===== src/rtl/ssw_rst_map.svh =====
`ifndef SSW_RST_MAP_SVH
`define SSW_RST_MAP_SVH
// Clock period in ps (200 MHz)
`define SSW_CLK_PS 64'h0000_0000_0000_1388
// Prescaler: 1 us tick from a 200 MHz clock
`define SSW_TICK_CYC 16'h00C8
// Release delay, typical, in ms
`define SSW_TD_MS 32'h0000_00B4
// Watchdog timeout, typical, in ms
`define SSW_TOUT_MS 32'h0000_0578
// Microseconds in one millisecond
`define SSW_US_PER_MS 32'h0000_03E8
`endif


===== src/rtl/ssw_pkg.sv =====
`default_nettype none
package ssw_pkg;
   typedef enum logic [1:0] {SSW_HOLD, SSW_DELAY, SSW_RUN} ssw_state_t;
   typedef struct packed {
      logic supply_good;
      logic manual_reset_n;
      logic watchdog_kick_in;
   } ssw_in_t;
endpackage
`default_nettype wire


===== src/rtl/ssw_tick.sv =====
`timescale 1ns/1ps
`default_nettype none
`include "ssw_rst_map.svh"
// ****************************************
// Microsecond timebase divider
// ****************************************
module ssw_tick (
   input wire logic clk_sys,
   input wire logic rst_n,
   output logic tick_us
);
   logic [15:0] cnt_r;
   wire logic wrap = (cnt_r == (`SSW_TICK_CYC - 16'h0001));
   always_ff @(posedge clk_sys or negedge rst_n) begin
      if (!rst_n) begin
         cnt_r <= 16'h0000;
      end else begin
         cnt_r <= wrap ? 16'h0000 : cnt_r + 16'h0001;
      end
   end
   assign tick_us = wrap;
endmodule // ssw_tick
`default_nettype wire


===== src/rtl/ssw_supervisor.sv =====
`timescale 1ns/1ps
`default_nettype none
`include "ssw_rst_map.svh"
module ssw_supervisor #(
   parameter logic [31:0] TD_US = `SSW_TD_MS * `SSW_US_PER_MS,
   parameter logic [31:0] TOUT_US = `SSW_TOUT_MS * `SSW_US_PER_MS,
   parameter bit HAS_WDOG = 1'b1
) (
   input wire logic clk_sys,
   input wire logic rst_n,
   input wire ssw_pkg::ssw_in_t pins,
   output logic reset_n,
   output logic reset_hi
);
   // ****************************************
   // Timebase and input decode
   // ****************************************
   logic tick_us;
   ssw_tick ssw_tick_i (
      .clk_sys(clk_sys),
      .rst_n(rst_n),
      .tick_us(tick_us)
   );

   ssw_pkg::ssw_state_t state_r;
   ssw_pkg::ssw_state_t state_nxt;
   logic [31:0] dly_r;
   logic [31:0] wd_r;
   logic kick_r;
   logic rst_out_r;

   // ****************************************
   // State decode
   // ****************************************
   function automatic logic is_state(
      input ssw_pkg::ssw_state_t cur,
      input ssw_pkg::ssw_state_t want
   );
      return cur == want;
   endfunction

   wire logic in_hold = is_state(state_r, ssw_pkg::SSW_HOLD);
   wire logic in_delay = is_state(state_r, ssw_pkg::SSW_DELAY);
   wire logic in_run = is_state(state_r, ssw_pkg::SSW_RUN);
   wire logic nxt_delay = is_state(state_nxt, ssw_pkg::SSW_DELAY);
   wire logic nxt_run = is_state(state_nxt, ssw_pkg::SSW_RUN);

   // Supply good means above upper threshold (hysteresis is in the comparator)
   wire logic force_rst = !pins.supply_good || !pins.manual_reset_n;
   wire logic kick_edge = pins.watchdog_kick_in ^ kick_r;
   wire logic dly_done = tick_us && (dly_r >= TD_US - 32'h0000_0001);
   wire logic wd_tout = HAS_WDOG && in_run && !kick_edge
      && tick_us && (wd_r >= TOUT_US - 32'h0000_0001);

   // ****************************************
   // Sequencer
   // ****************************************
   always_comb begin
      state_nxt = state_r;
      case (state_r)
         ssw_pkg::SSW_HOLD: begin
            if (!force_rst) begin
               state_nxt = ssw_pkg::SSW_DELAY;
            end
         end
         ssw_pkg::SSW_DELAY: begin
            if (force_rst) begin
               state_nxt = ssw_pkg::SSW_HOLD;
            end else if (dly_done) begin
               state_nxt = ssw_pkg::SSW_RUN;
            end
         end
         ssw_pkg::SSW_RUN: begin
            if (force_rst) begin
               state_nxt = ssw_pkg::SSW_HOLD;
            end else if (wd_tout) begin
               state_nxt = ssw_pkg::SSW_DELAY;
            end
         end
         default: begin
            state_nxt = ssw_pkg::SSW_HOLD;
         end
      endcase
   end

   always_ff @(posedge clk_sys or negedge rst_n) begin
      if (!rst_n) begin
         state_r <= ssw_pkg::SSW_HOLD;
         rst_out_r <= 1'b1;
      end else begin
         state_r <= state_nxt;
         rst_out_r <= !nxt_run;
      end
   end

   // Release delay counter, cleared outside the delay state
   always_ff @(posedge clk_sys or negedge rst_n) begin
      if (!rst_n) begin
         dly_r <= 32'h0000_0000;
      end else if (!in_delay || !nxt_delay) begin
         dly_r <= 32'h0000_0000;
      end else if (tick_us) begin
         dly_r <= dly_r + 32'h0000_0001;
      end
   end

   // ****************************************
   // Watchdog
   // ****************************************
   always_ff @(posedge clk_sys or negedge rst_n) begin
      if (!rst_n) begin
         kick_r <= 1'b0;
         wd_r <= 32'h0000_0000;
      end else begin
         kick_r <= pins.watchdog_kick_in;
         if (!in_run || kick_edge || wd_tout) begin
            wd_r <= 32'h0000_0000;
         end else if (tick_us) begin
            wd_r <= wd_r + 32'h0000_0001;
         end
      end
   end

   // ****************************************
   // Outputs
   // ****************************************
   assign reset_n = !rst_out_r;
   assign reset_hi = rst_out_r;

   // ****************************************
   // Checks
   // ****************************************
   localparam logic [31:0] TICK_CYC = {16'h0000, `SSW_TICK_CYC};
   localparam logic [31:0] DLY_MIN_CYC = (TD_US - 32'h0000_0001) * TICK_CYC;
   localparam logic [31:0] DLY_MAX_CYC = TD_US * TICK_CYC;
   localparam logic [31:0] TOUT_MIN_CYC = (TOUT_US - 32'h0000_0001) * TICK_CYC;
   localparam logic [31:0] TOUT_MAX_CYC = TOUT_US * TICK_CYC;

   // Clock cycles in the delay state, counted apart from the tick-based counter
   logic [31:0] dly_cyc_r;
   always_ff @(posedge clk_sys or negedge rst_n) begin
      if (!rst_n) begin
         dly_cyc_r <= 32'h0000_0000;
      end else if (!in_delay || !nxt_delay) begin
         dly_cyc_r <= 32'h0000_0000;
      end else begin
         dly_cyc_r <= dly_cyc_r + 32'h0000_0001;
      end
   end

   // Clock cycles in the run state since the last kick
   logic [31:0] run_cyc_r;
   always_ff @(posedge clk_sys or negedge rst_n) begin
      if (!rst_n) begin
         run_cyc_r <= 32'h0000_0000;
      end else if (!in_run || kick_edge) begin
         run_cyc_r <= 32'h0000_0000;
      end else begin
         run_cyc_r <= run_cyc_r + 32'h0000_0001;
      end
   end

   a_supply_low_rst: assert property (@(posedge clk_sys) disable iff (!rst_n)
      !pins.supply_good |=> !reset_n) else $error("reset not asserted on low supply");

   a_high_out_on: assert property (@(posedge clk_sys) disable iff (!rst_n)
      !pins.supply_good |=> reset_hi) else $error("high reset not asserted");

   a_manual_rst: assert property (@(posedge clk_sys) disable iff (!rst_n)
      !pins.manual_reset_n |=> !reset_n) else $error("manual reset ignored");

   a_manual_high: assert property (@(posedge clk_sys) disable iff (!rst_n)
      !pins.manual_reset_n |=> reset_hi) else $error("manual reset ignored on high output");

   a_out_compl: assert property (@(posedge clk_sys) disable iff (!rst_n)
      reset_hi == !reset_n) else $error("outputs not complementary");

   a_release_delay: assert property (@(posedge clk_sys) disable iff (!rst_n)
      $rose(reset_n) |-> $past(state_r) == ssw_pkg::SSW_DELAY && $past(dly_done))
      else $error("release without full delay");

   a_delay_len: assert property (@(posedge clk_sys) disable iff (!rst_n)
      $rose(reset_n) |-> $past(dly_cyc_r) >= DLY_MIN_CYC && $past(dly_cyc_r) < DLY_MAX_CYC)
      else $error("release delay length out of range");

   a_delay_start: assert property (@(posedge clk_sys) disable iff (!rst_n)
      in_hold && force_rst |=> in_hold) else $error("delay started with source active");

   a_delay_restart: assert property (@(posedge clk_sys) disable iff (!rst_n)
      in_delay && force_rst |=> in_hold && dly_r == 32'h0000_0000)
      else $error("delay not restarted on fault");

   a_tout_reset: assert property (@(posedge clk_sys) disable iff (!rst_n)
      wd_tout && !force_rst |=> !reset_n && in_delay && wd_r == 32'h0000_0000)
      else $error("timeout without reset");

   a_tout_len: assert property (@(posedge clk_sys) disable iff (!rst_n)
      wd_tout |-> run_cyc_r >= TOUT_MIN_CYC && run_cyc_r < TOUT_MAX_CYC)
      else $error("watchdog interval out of range");

   a_wd_quiet: assert property (@(posedge clk_sys) disable iff (!rst_n)
      !in_run |=> wd_r == 32'h0000_0000) else $error("watchdog ran while reset asserted");

   a_kick_clears: assert property (@(posedge clk_sys) disable iff (!rst_n)
      in_run && kick_edge |=> wd_r == 32'h0000_0000)
      else $error("kick did not restart watchdog");

   a_steady_high: assert property (@(posedge clk_sys) disable iff (!rst_n)
      reset_n |-> $past(pins.manual_reset_n) && $past(pins.supply_good))
      else $error("reset released with source active");
endmodule // ssw_supervisor
`default_nettype wire


===== config.mk =====
export PLATFORM = sky130hd
export DESIGN_NAME = ssw_supervisor
export DESIGN_NICKNAME = d
export VERILOG_FILES = /design/src/rtl/ssw_pkg.sv /design/src/rtl/ssw_tick.sv /design/src/rtl/ssw_supervisor.sv
export VERILOG_INCLUDE_DIRS = /design/src /design/src/rtl
export SDC_FILE = /design/constraint.sdc
export NUM_CORES = 1
export LEC_CHECK = 0
export BUFFER_PORTS_ARGS = -buffer_cell sky130_fd_sc_hd__buf_2
export CORE_MARGIN = 1.5
export CORE_UTILIZATION = 60
export DETAILED_ROUTE_END_ITERATION = 6
export GPL_TIMING_DRIVEN = 0
export MAX_ROUTING_LAYER = met4
export PLACE_DENSITY = 0.77
export SYNTH_ARGS = -nofsm -noshare
export SYNTH_HDL_FRONTEND = slang
export SYNTH_SLANG_ARGS = --single-unit

===== constraint.sdc =====
create_clock -name clk_sys -period 2.15 [get_ports clk_sys]
set_input_delay 0.215 -clock clk_sys [delete_from_list [all_inputs] [get_ports clk_sys]]
set_output_delay 0.215 -clock clk_sys [all_outputs]
set_load 0.005 [all_outputs]

Yosys cells after proc, flatten, opt, wreduce, memory -nomap -nowiden
Index checks and enable logic that the tools add are counted.
{"block": "word_totals", "regBits": 84, "output_inout_bits": 2, "input_bits": 5}
{"block": "op_classes", "reduce_logical": 19, "magnitude_cmp": 2, "bitwise": 1, "n_eq_ne": 5, "addsub": 3, "n_mux": 11}
{"operator": "32-bit two-way mux", "n": 4}
{"operator": "32-bit by 1-bit adder with 32-bit output (second input constant)", "n": 2}
{"operator": "32-bit by 18-bit >= comparator with 1-bit output (second input constant)", "n": 1}
{"operator": "32-bit by 21-bit >= comparator with 1-bit output (second input constant)", "n": 1}
{"operator": "16-bit by 1-bit adder with 16-bit output (second input constant)", "n": 1}
{"operator": "16-bit by 8-bit == test with 1-bit output (second input constant)", "n": 1}
{"operator": "16-bit two-way mux", "n": 1}
{"operator": "2-bit two-way mux", "n": 5}
{"operator": "1-bit zero test", "n": 8}
{"operator": "2-bit one-hot mux with 3 select lines", "n": 1}
{"operator": "2-bit by 1-bit == test with 1-bit output (second input constant)", "n": 2}
{"operator": "2-bit == test (second input constant)", "n": 2}
{"operator": "1-bit logical AND", "n": 4}
{"operator": "1-bit logical OR", "n": 4}
{"operator": "2-bit nonzero test", "n": 2}
{"operator": "2-bit zero test", "n": 1}
{"operator": "1-bit XOR", "n": 1}

Depth between registers and ports, before layout
Gate-level depths: netlist (run 1).
{"block": "depth", "depth_word": 12, "mapped_depth": 8, "ltp_nobuf": 6}

Cells and area by module
From an unflattened synthesis (run 1), not the netlist that was laid out.
{"block": "hier_totals", "cells_unflattened": 440, "hier_area_um2": 4571.9}
{"module": "ssw_supervisor", "area_per_inst_um2": 3792.4, "seq_area_each_um2": 1702.9, "n_inst": 1, "cells_each": 371}
{"module": "ssw_tick", "area_per_inst_um2": 779.5, "seq_area_each_um2": 400.4, "n_inst": 1, "cells_each": 69}

Least setup slack after synthesis (run 1)
Ideal clock, no wire load.
{"block": "synth_timing", "path_kind": "register -> register", "startpoint": "reg ssw_tick_i.cnt_r[0]", "endpoint": "reg dly_r[8]", "slack_ps": 264, "t_arrival_ps": 1766, "required_time_ps": 2030, "path_buffers": 0, "stages_incl_launch_ff": 7, "setup_ps": 120, "cell_sequence": "dfrtp_1 -> ha_1 -> nor3b_2 -> nand4_4 -> or4_4 -> xor2_1 -> nor2_2"}
{"block": "synth_via", "elab_chain_len": 10, "elab_cells_between_ends": 14, "cone_classes": "eq/ne (2); mux (6); reduce/logical (6)"}
{"item": "start: declaration", "line_no": "ssw_tick.sv:12", "rtl": "logic [15:0] cnt_r;"}
{"item": "start signal: assignment", "line_no": "ssw_tick.sv:18", "rtl": "cnt_r <= wrap ? 16'h0000 : cnt_r + 16'h0001;"}
{"item": "16-bit by 8-bit == test with 1-bit output *", "line_no": "ssw_tick.sv:13", "rtl": "wire logic wrap = (cnt_r == (`SSW_TICK_CYC - 16'h0001));"}
{"item": "1-bit logical AND (2 in a row)", "line_no": "ssw_supervisor.sv:53", "rtl": "&& tick_us && (wd_r >= TOUT_US - 32'h0000_0001);"}
{"item": "2-bit two-way mux", "line_no": "ssw_supervisor.sv:76", "rtl": "end else if (wd_tout) begin"}
{"item": "2-bit two-way mux", "line_no": "ssw_supervisor.sv:74", "rtl": "if (force_rst) begin"}
{"item": "2-bit one-hot mux with 3 select lines", "line_no": "ssw_supervisor.sv:60", "rtl": "case (state_r)"}
{"item": "2-bit by 1-bit == test with 1-bit output", "line_no": "ssw_supervisor.sv:39", "rtl": "return cur == want;"}
{"item": "1-bit zero test"}
{"item": "1-bit logical OR"}
{"item": "32-bit two-way mux / 2-bit nonzero test (equally long branches)"}
{"item": "end signal: assignment", "line_no": "ssw_supervisor.sv:103", "rtl": "dly_r <= dly_r + 32'h0000_0001;"}
{"item": "end: declaration", "line_no": "ssw_supervisor.sv:27", "rtl": "logic [31:0] dly_r;"}
Every way passes the cells marked *; elsewhere a longest branch is shown, timed or not.
A chain may end at the register's enable or synchronous reset.

Final worst setup path (run 1)
Ends and elaborated chain as after synthesis.

==> impl_metrics.ini, run 1 <==
[critical_path]
start_kind = flip-flop
crit_required_ns = 2.39
arrival_ns = 2.31
startpoint = ssw_tick_i.cnt_r[0]
cp_max_fo = 9
end_kind = flip-flop
regToRegStartpoint = ssw_tick_i.cnt_r[0]
path_class = reg -> reg

[power]
swShare_pct = 22.5
pwr-share-seq_pct = 56.3
p_total_mw = 2.81
ir_drop_uv = 532
power.switching_mw = 0.632
p_int_mw = 2.17
comb_power_share_pct = 2.0
clkPwrFrac_pct = 41.6
p_leak_nw = 1.92
p_per_area_nw_per_um2 = 573

[timing]
min_period_ns = 2.07
slew_headroom_pct = 67.4
worst_pin_slew_ns = 0.486
timing.final.ws_setup_ns = 0.0827
max_freq_mhz = 484
clock_skew_ns = 0.0149
hold_violations = 0
slew_violations = 0
setup_violations = 0
fin_crit_sh_pct = 96.2
hold-worst-slack_ns = 0.228

[min_path]
min_from = pins[2]
min_path_type = in -> reg

[yosys]
synth_top_flop_cell = dfrtp_1
synth_seq_cells = 84
yosys.area.top_type = dfrtp_1
yosysTopAreaCellShare_pct = 47.5
avgSynthCellArea_um2 = 9.89
synthTopCellsByCount = 83 x dfrtp_1, 72 x nor2_1, 29 x nand2_1, 28 x xor2_1, 27 x nand3_1
yosysSeqAreaShare_pct = 48.1
syn-num-nets = 450
synth_most_common_cell = dfrtp_1
synthArstFlopShare_pct = 100
synth-edff-count = 0
synthCells = 442
yosys_warnings = 0
syn-cell-area_um2 = 4370
synthDistinctLibCells = 53
synth_area_leaders = dfrtp_1 48%, nor2_1 6.2%, xor2_1 5.6%

[layout]
fin_area_um2 = 4900
layout.nets = 475
antenna_cells = 0
area_growth_pct = 12.0
multi_input_area_um2 = 2200
fill_cells = 529
drive_above_1_share_pct = 15.0
utilization_pct = 70.9
seqCellArea_um2 = 2100

[floorplan]
die_h_um = 88.4
die_w_um = 88.4
core_area_um2 = 6910
rows = 30
initial_core_util_pct = 63.3
die_area_um2 = 7810
ios = 7

[routing]
drt_iter0_drc = 169
drc_errors = 0
viasPerCell = 6.01
avgRoutedWirePerCell_um = 16.2
drt_wl_total_um = 9210
vias = 3413
dr.pass1.iters = 5
final_antenna_net_count = 0

[placement]
postPlaceCellArea_um2 = 4550
pre_cts_ws_ns = -0.116
gp_congestion = 0.953
io_buffers = 6
dpl.hpwl_um = 6300

[global_route]
grt_start_max_net_pins = 67
antenna_found_initial = 0
grt-busiest-layer = met2
grt_pass1_vias = 3298
grt_util_met2_pct = 41.8
grt_use_met3_pct = 3.73
grt_use_met1_pct = 34.1
grt_pass1_wl_um = 15500
grt_usage_pct = 26.5
grt_overflow = 0

[clock_tree]
clk_pin_slew_worst_paths_ns = 0.09
insertion_delay_ns = 0.35
cts_tree = yes
htree_num_levels = 3
root_buffer = clkbuf_8
cts_sinks = 84
numCtsBuffers = 9
clockBufferDepth = 2

[run_status]
status = finished, final reports clean

[job]
drv_cap = 0
area by class of cell:
class	instances	share of cell area, %
well taps	96	2.45
multi-input cells	332	45.0
clock inverters	6	1.46
clock buffers	10	2.81
repair buffers	14	2.40
inverters	11	0.843
flip-flops and latches	84	43.0
plain buffers	15	2.12
stage by stage:
step,TNS (ns),std cells
2_1_floorplan,0,442
6_report,0,568
5_1_grt,-0.00762,568
4_1_cts,0,564
3_5_place_dp,-2.46,545
3_3_place_gp,-1.11,544
flip-flops by register name, summed over array words and instances (netlist names):
register / cells
state_r: 2
reset_hi: 1
ssw_tick_i.cnt_r: 16
kick_r: 1
dly_r: 32
wd_r: 32
worst paths after layout:
path,to,cells after the start,slack [ns]
setup / recovery,dly_r[8],6,0.08
setup reg to reg,dly_r[8],6,0.08
hold / removal,state_r[1],3,0.23
hold reg to reg,ssw_tick_i.cnt_r[15],1,0.50
min in group asynchronous,wd_r[3],2,0.27
max in group asynchronous,reset_hi,3,1.26
power groups by stage:
stage | Clock (mW) | Combinational [mW] | Sequential (mW)
global placement | 0 | 0.0483 | 1.61
detailed placement | 0 | 0.0561 | 1.61
global route | 1.27 | 0.0668 | 1.58
finish | 1.17 | 0.0564 | 1.58
CTS | 1.20 | 0.0590 | 1.58
floorplan | 0 | 0.0109 | 1.61
cells by family (layout without fill, tap and decap cells):
| group | Yosys count | count (layout) | share of synthesized area [%] |
|---|---|---|---|
| adders and majority gates | 3 | 3 | 0.859 |
| and+or+nand+nor | 213 | 213 | 26.0 |
| DFF | 84 | 84 | 48.1 |
| AOI/OAI and AO/OA | 67 | 67 | 12.0 |
| xor gates and xnor gates | 49 | 49 | 9.82 |
| buffers and inverters | 26 | 56 | 3.23 |
routing by layer:
metal / vias up / part of all wire (%)
met5: - / 0
met4: 0 / 1.5
met3: 14 / 3.1
met2: 85 / 49
met1: 1669 / 46
li1: 1645 / -
worst max-delay path, cell delays in order, from the launching register on:
cell and delay [ns]:
dfrtp_1 0.43, ha_4 0.18, nor3b_4 0.26, nand4_4 0.27
or4_4 0.59, xor2_1 0.19, nor2_2 0.04
placed cells by master, fill, tap and decap left out, types with 3 or more instances in the layout:
master	instances
nor3_1	11
o21ba_2	6
o211ai_1	4
o21ai_0	3
o22ai_1	3
inv_1	11
buf_2	9
nand3_1	27
buf_4	9
nor4_1	8
and4_1	6
clkbuf_8	10
a41oi_1	6
a21oi_1	16
or3_1	3
xnor2_1	21
xor2_1	28
nand4_1	18
o2111ai_1	9
nand2_1	29
buf_6	4
nor4_2	4
a211oi_2	3
and3_1	15
nor2_1	72
dfrtp_1	83
a211oi_1	3
and2_1	6
repair_timing:
action / 4_1_cts / 5_1_grt
buffers inserted: 1 / 4
endpoints found under the hold margin: 19 / 0
pin swaps: 0 / 1
setup endpoints to repair: 39 / 60
resized for setup: 7 / 10
hold buffers: 2 / 0
No activity file was read; power rests on OpenSTA's default activity.
==> inputs of run 2 (changes only) <==
==> constraint.sdc (replaced) <==
create_clock -name clk_sys -period 2.3 [get_ports clk_sys]
set_input_delay 0.23 -clock clk_sys [delete_from_list [all_inputs] [get_ports clk_sys]]
set_output_delay 0.23 -clock clk_sys [all_outputs]
set_load 0.005 [all_outputs]
==> run 2 against run 1 <==
  * Final area is 0.89% lower
  * Non-clock buffer count is 1 higher
  * First-iteration DRC count is 28% lower
  * Critical path type unchanged
==> impl_metrics.ini, run 2 (synthesized netlist as in run 1, its figures left out) <==
[placement]
pre_cts_ws_ns = 0.0342
gp_congestion = 0.953
dpl.hpwl_um = 6300
postPlaceCellArea_um2 = 4550
io_buffers = 6

[layout]
largest_registers = dly_r (32), wd_r (32), ssw_tick_i.cnt_r (16)
fin_area_um2 = 4850
utilization_pct = 70.3
area_growth_pct = 11.0
layout.nets = 476
final_common_cell = dfrtp_1
drive_above_1_share_pct = 14.6
antenna_cells = 0
final_cell_mix = 83 x dfrtp_1, 72 x nor2_1, 29 x nand2_1

[timing]
worst_pin_slew_ns = 0.551
timing.final.ws_setup_ns = 0.142
hold_violations = 0
hold-worst-slack_ns = 0.253
min_period_ns = 2.16
fin_crit_sh_pct = 93.8
setup_violations = 0
clock_skew_ns = 0.0127
max_freq_mhz = 463
setup-tns-final_ns = 0
slew_violations = 0
slew_headroom_pct = 63.0

[power]
p_leak_nw = 1.91
power.switching_mw = 0.586
p_per_area_nw_per_um2 = 540
ir_drop_uv = 497
clkPwrFrac_pct = 41.6
comb_power_share_pct = 2.0
swShare_pct = 22.4
p_int_mw = 2.03
pwr-share-seq_pct = 56.4

[global_route]
grt_pass1_vias = 3278
grt_pass1_wl_um = 15400
antenna_found_initial = 0
grt_usage_pct = 26.5
grt_overflow = 0
grt_start_max_net_pins = 67

[critical_path]
max_stage_delay_ns = 0.43
crit_buf_inv = 1
cp_max_fo = 10
start_kind = flip-flop
crit_required_ns = 2.59
arrival_ns = 2.44
path_class = reg -> reg
crit_chain = ha_2 -> nor3b_4 -> and4_2 -> buf_6 -> o2111ai_1 -> o21ba_2 -> nor2_1
end_kind = flip-flop
cp_slowest_cell = dfrtp_1
cp_top_family = simple AND/OR/NAND/NOR gates

[run_status]
status = finished, final reports clean

[clock_tree]
cts_tree = yes
insertion_delay_ns = 0.35
htree_num_levels = 3
clockBufferDepth = 2
root_buffer = clkbuf_8
cts_sinks = 84
clk_pin_slew_worst_paths_ns = 0.09
numCtsBuffers = 9

[routing]
final_antenna_net_count = 0
avgRoutedWirePerCell_um = 16.1
vias = 3423
viasPerCell = 6.02
drt_wl_total_um = 9160
dr.pass1.iters = 4
drt_iter0_drc = 121
drc_errors = 0

[floorplan]
die_w_um = 88.4
die_h_um = 88.4
initial_core_util_pct = 63.3
ios = 7
die_area_um2 = 7810
rows = 30
core_area_um2 = 6910

[min_path]
min_path_type = in -> reg

[job]
drv_cap = 0
[run 2: worst register-to-register path: cells and delay by family, from the launching register on]
| family | cells | cell delay (ns) |
|---|---|---|
| adder cells (fa/ha/maj) | 1 | 0.25 |
| AO/OA/AOI/OAI | 2 | 0.57 |
| flip-flops | 1 | 0.43 |
| AND/OR/NAND/NOR | 3 | 0.67 |
| buffers and inverters | 1 | 0.18 |
[run 2: layout make-up]
| type | count | area, um^2 |
|---|---|---|
| multi-input combinational | 332 | 2150 |
| buffer | 15 | 101 |
| clock buffer | 10 | 138 |
| tap | 96 | 120 |
| inverter | 11 | 41.3 |
| timing repair buffer | 15 | 125 |
| sequential | 84 | 2100 |
| clock inverter | 6 | 71.3 |
| fill | 531 | 2050 |
[run 2: what timing repair did]
item	in CTS	in global routing
gates resized for setup	0	8
endpoints found under the hold margin	19	0
hold buffers	2	0
endpoints found under the setup margin	0	50
setup buffers	0	6
[run 2: path summary, 6_finish.rpt]
path,start,end,slack (ns),depth (start not counted)
setup / recovery,ssw_tick_i.cnt_r[0],wd_r[31],0.14,7
hold reg to reg,ssw_tick_i.cnt_r[15],ssw_tick_i.cnt_r[15],0.50,1
setup reg to reg,ssw_tick_i.cnt_r[0],wd_r[31],0.14,7
max in group asynchronous,rst_n,reset_hi,1.40,3
hold / removal,pins[2],state_r[1],0.25,3
min in group asynchronous,rst_n,wd_r[3],0.28,2
[run 2: per-layer routing]
metal  routed length (um)  track usage, %  up-vias
met5                    0               -        -
met4                  198            12.2        0
met3                  388            3.26       23
met2                 4390            41.7       78
met1                 4180            34.3     1678
li1                     -               -     1644
[run 2: stage by stage]
stage	power (mW)	cells
final	2.62	569
after CTS	2.65	563
after global placement	1.55	544
after global routing	2.73	569
after detailed placement	1.56	545
after floorplan	1.52	442
[run 2: power by group through the flow]
| stage | clock [mW] | combinational (mW) | sequential, mW |
|---|---|---|---|
| global placement | 0 | 0.0452 | 1.51 |
| CTS | 1.12 | 0.0552 | 1.48 |
| finish | 1.09 | 0.0526 | 1.48 |
| detailed placement | 0 | 0.0524 | 1.51 |
| floorplan | 0 | 0.0102 | 1.51 |
| global route | 1.19 | 0.0624 | 1.48 |
==> inputs of run 3 (changes only) <==
--- a/config.mk
+++ b/config.mk
@@ -8,11 +8,11 @@
 export LEC_CHECK = 0
 export BUFFER_PORTS_ARGS = -buffer_cell sky130_fd_sc_hd__buf_2
 export CORE_MARGIN = 1.5
-export CORE_UTILIZATION = 60
+export CORE_UTILIZATION = 45
+export CTS_CLUSTER_DIAMETER = 150
 export DETAILED_ROUTE_END_ITERATION = 6
 export GPL_TIMING_DRIVEN = 0
 export MAX_ROUTING_LAYER = met4
-export PLACE_DENSITY = 0.77
 export SYNTH_ARGS = -nofsm -noshare
 export SYNTH_HDL_FRONTEND = slang
 export SYNTH_SLANG_ARGS = --single-unit
==> run 3 against run 2 <==
  * Final area fell by 0.57%
  * Global-route usage decreased by 6.1 points
  * First-iteration DRC count up 63%
  * Clock power is essentially flat
  * Flip-flop and latch count did not move
  * Critical path type unchanged
  * Power is 1.0% lower
  * Combinational power rose by 1%
  * Final cell count rose by 4.7%
  * Sequential power is essentially flat
  * Critical path depth unchanged
==> impl_metrics.ini, run 3 (synthesized netlist as in run 1, its figures left out) <==
[floorplan]
core_area_um2 = 9330
die_h_um = 102
die_w_um = 102
ios = 7
initial_core_util_pct = 46.9
rows = 35
die_area_um2 = 10300

[critical_path]
start_kind = flip-flop
startpoint = ssw_tick_i.cnt_r[0]
cp_max_fo = 10
arrival_ns = 2.43
crit_chain = ha_1 -> nor3b_4 -> and4_2 -> buf_6 -> o2111ai_1 -> o21ba_2 -> nor2_1
cp_slowest_cell = dfrtp_1
max_stage_delay_ns = 0.41
regToRegStartpoint = ssw_tick_i.cnt_r[0]
end_kind = flip-flop
path_class = reg -> reg
crit_required_ns = 2.59

[layout]
final_common_cell = dfrtp_1
final_cell_mix = 83 x dfrtp_1, 72 x nor2_1, 29 x nand2_1
final_cells = 596
drive_above_1_share_pct = 12.8
layout.nets = 471
antenna_cells = 0
area_growth_pct = 10.4
largest_registers = dly_r (32), wd_r (32), ssw_tick_i.cnt_r (16)

[min_path]
min_path_type = in -> reg
min_from = pins[0]

[routing]
drc_errors = 0
drt_iter0_drc = 197
final_antenna_net_count = 0
avgRoutedWirePerCell_um = 15.7
dr.pass1.iters = 5
viasPerCell = 5.60
vias = 3337
drt_wl_total_um = 9370

[clock_tree]
clk_pin_slew_worst_paths_ns = 0.08
numCtsBuffers = 9
cts_sinks = 84
cts_tree = yes
root_buffer = clkbuf_8
clockBufferDepth = 2
htree_num_levels = 3
insertion_delay_ns = 0.36

[global_route]
grt_pass1_wl_um = 15800
grt_start_max_net_pins = 52
grt_usage_pct = 20.4
grt_pass1_vias = 3131
grt_overflow = 0
antenna_found_initial = 0

[timing]
hold_violations = 0
clock_skew_ns = 0.0100
min_period_ns = 2.14
fin_crit_sh_pct = 93.0
setup_violations = 0
slew_violations = 0
worst_pin_slew_ns = 0.575
max_freq_mhz = 467
slew_headroom_pct = 61.4
rsz0062_at_grt = false
setup-tns-final_ns = 0

[power]
pwr-share-seq_pct = 57.0
p_leak_nw = 1.89
p_int_mw = 2.02
clkPwrFrac_pct = 40.9
comb_power_share_pct = 2.1
ir_drop_uv = 304
p_total_mw = 2.59
p_per_area_nw_per_um2 = 537
power.switching_mw = 0.577
swShare_pct = 22.3

[job]
drv_cap = 0

[placement]
gp_congestion = 0.819
dpl.hpwl_um = 6460
io_buffers = 6
dp_cells = 578

[run_status]
status = finished, final reports clean
## run 3: metal layers
metal  track usage [%]  share of wire (%)  wire, um  up-vias
met5                 -                  0         0        -
met4              4.81                1.1       107        0
met3              4.00                3.3       312       10
met2              28.4                 41      3880       50
met1              30.5                 54      5060     1646
li1                  -                  -         -     1631
## run 3: power by group through the flow
| stage | Sequential, mW | Combinational (mW) | Clock, mW |
|---|---|---|---|
| finish | 1.48 | 0.0532 | 1.06 |
| global route | 1.48 | 0.0618 | 1.16 |
| CTS | 1.48 | 0.0561 | 1.09 |
| detailed placement | 1.51 | 0.0547 | 0 |
| global placement | 1.51 | 0.0472 | 0 |
| floorplan | 1.51 | 0.0102 | 0 |
## run 3: repair_timing
| item | 4_1_cts | 5_1_grt |
|---|---|---|
| hold buffers | 1 | 0 |
| setup endpoints to repair | 0 | 31 |
| gates resized for setup | 0 | 5 |
| endpoints found under the hold margin | 33 | 0 |
| buffers inserted | 0 | 2 |
## run 3: critical path: cells and delay by family, from the launching register on
kind | cells | cell delay (ns)
AND/OR/NAND/NOR | 3 | 0.68
AO/OA/AOI/OAI | 2 | 0.53
flip-flops | 1 | 0.41
buffers and inverters | 1 | 0.18
adder cells (fa/ha/maj) | 1 | 0.27
## run 3: cell type report
cell class                      count  area (um^2)
Inverter                           11         41.3
Tap cell                          129          161
Multi-Input combinational cell    332         2140
Timing Repair Buffer               10         85.1
Buffer                             15          101
Fill cell                         839         4500
Clock buffer                       11          141
Clock inverter                      4         50.0
Sequential cell                    84         2100
## run 3: worst paths after layout
check	end	slack, ns	depth (start not counted)
worst max-delay path	wd_r[29]	0.16	7
worst min-delay path	kick_r	0.02	1
worst max register to register	wd_r[29]	0.16	7
worst min register to register	ssw_tick_i.cnt_r[15]	0.47	1
max in group asynchronous	reset_hi	1.29	3
min in group asynchronous	ssw_tick_i.cnt_r[10]	0.35	2
## run 3: metrics by stage
step           utilization (%)  instance area (um^2)  setup WS (ns)  hold WS [ns]
3_5_place_dp              49.2                  4590         0.0620         0.219
2_1_floorplan                -                  4370          0.414       -0.0656
5_1_grt                   51.7                  4820        0.00221        0.0107
4_1_cts                   51.4                  4790         0.0524        0.0106
3_3_place_gp              48.9                  4560         0.0739         0.390
6_report                  51.7                  4820          0.161        0.0223
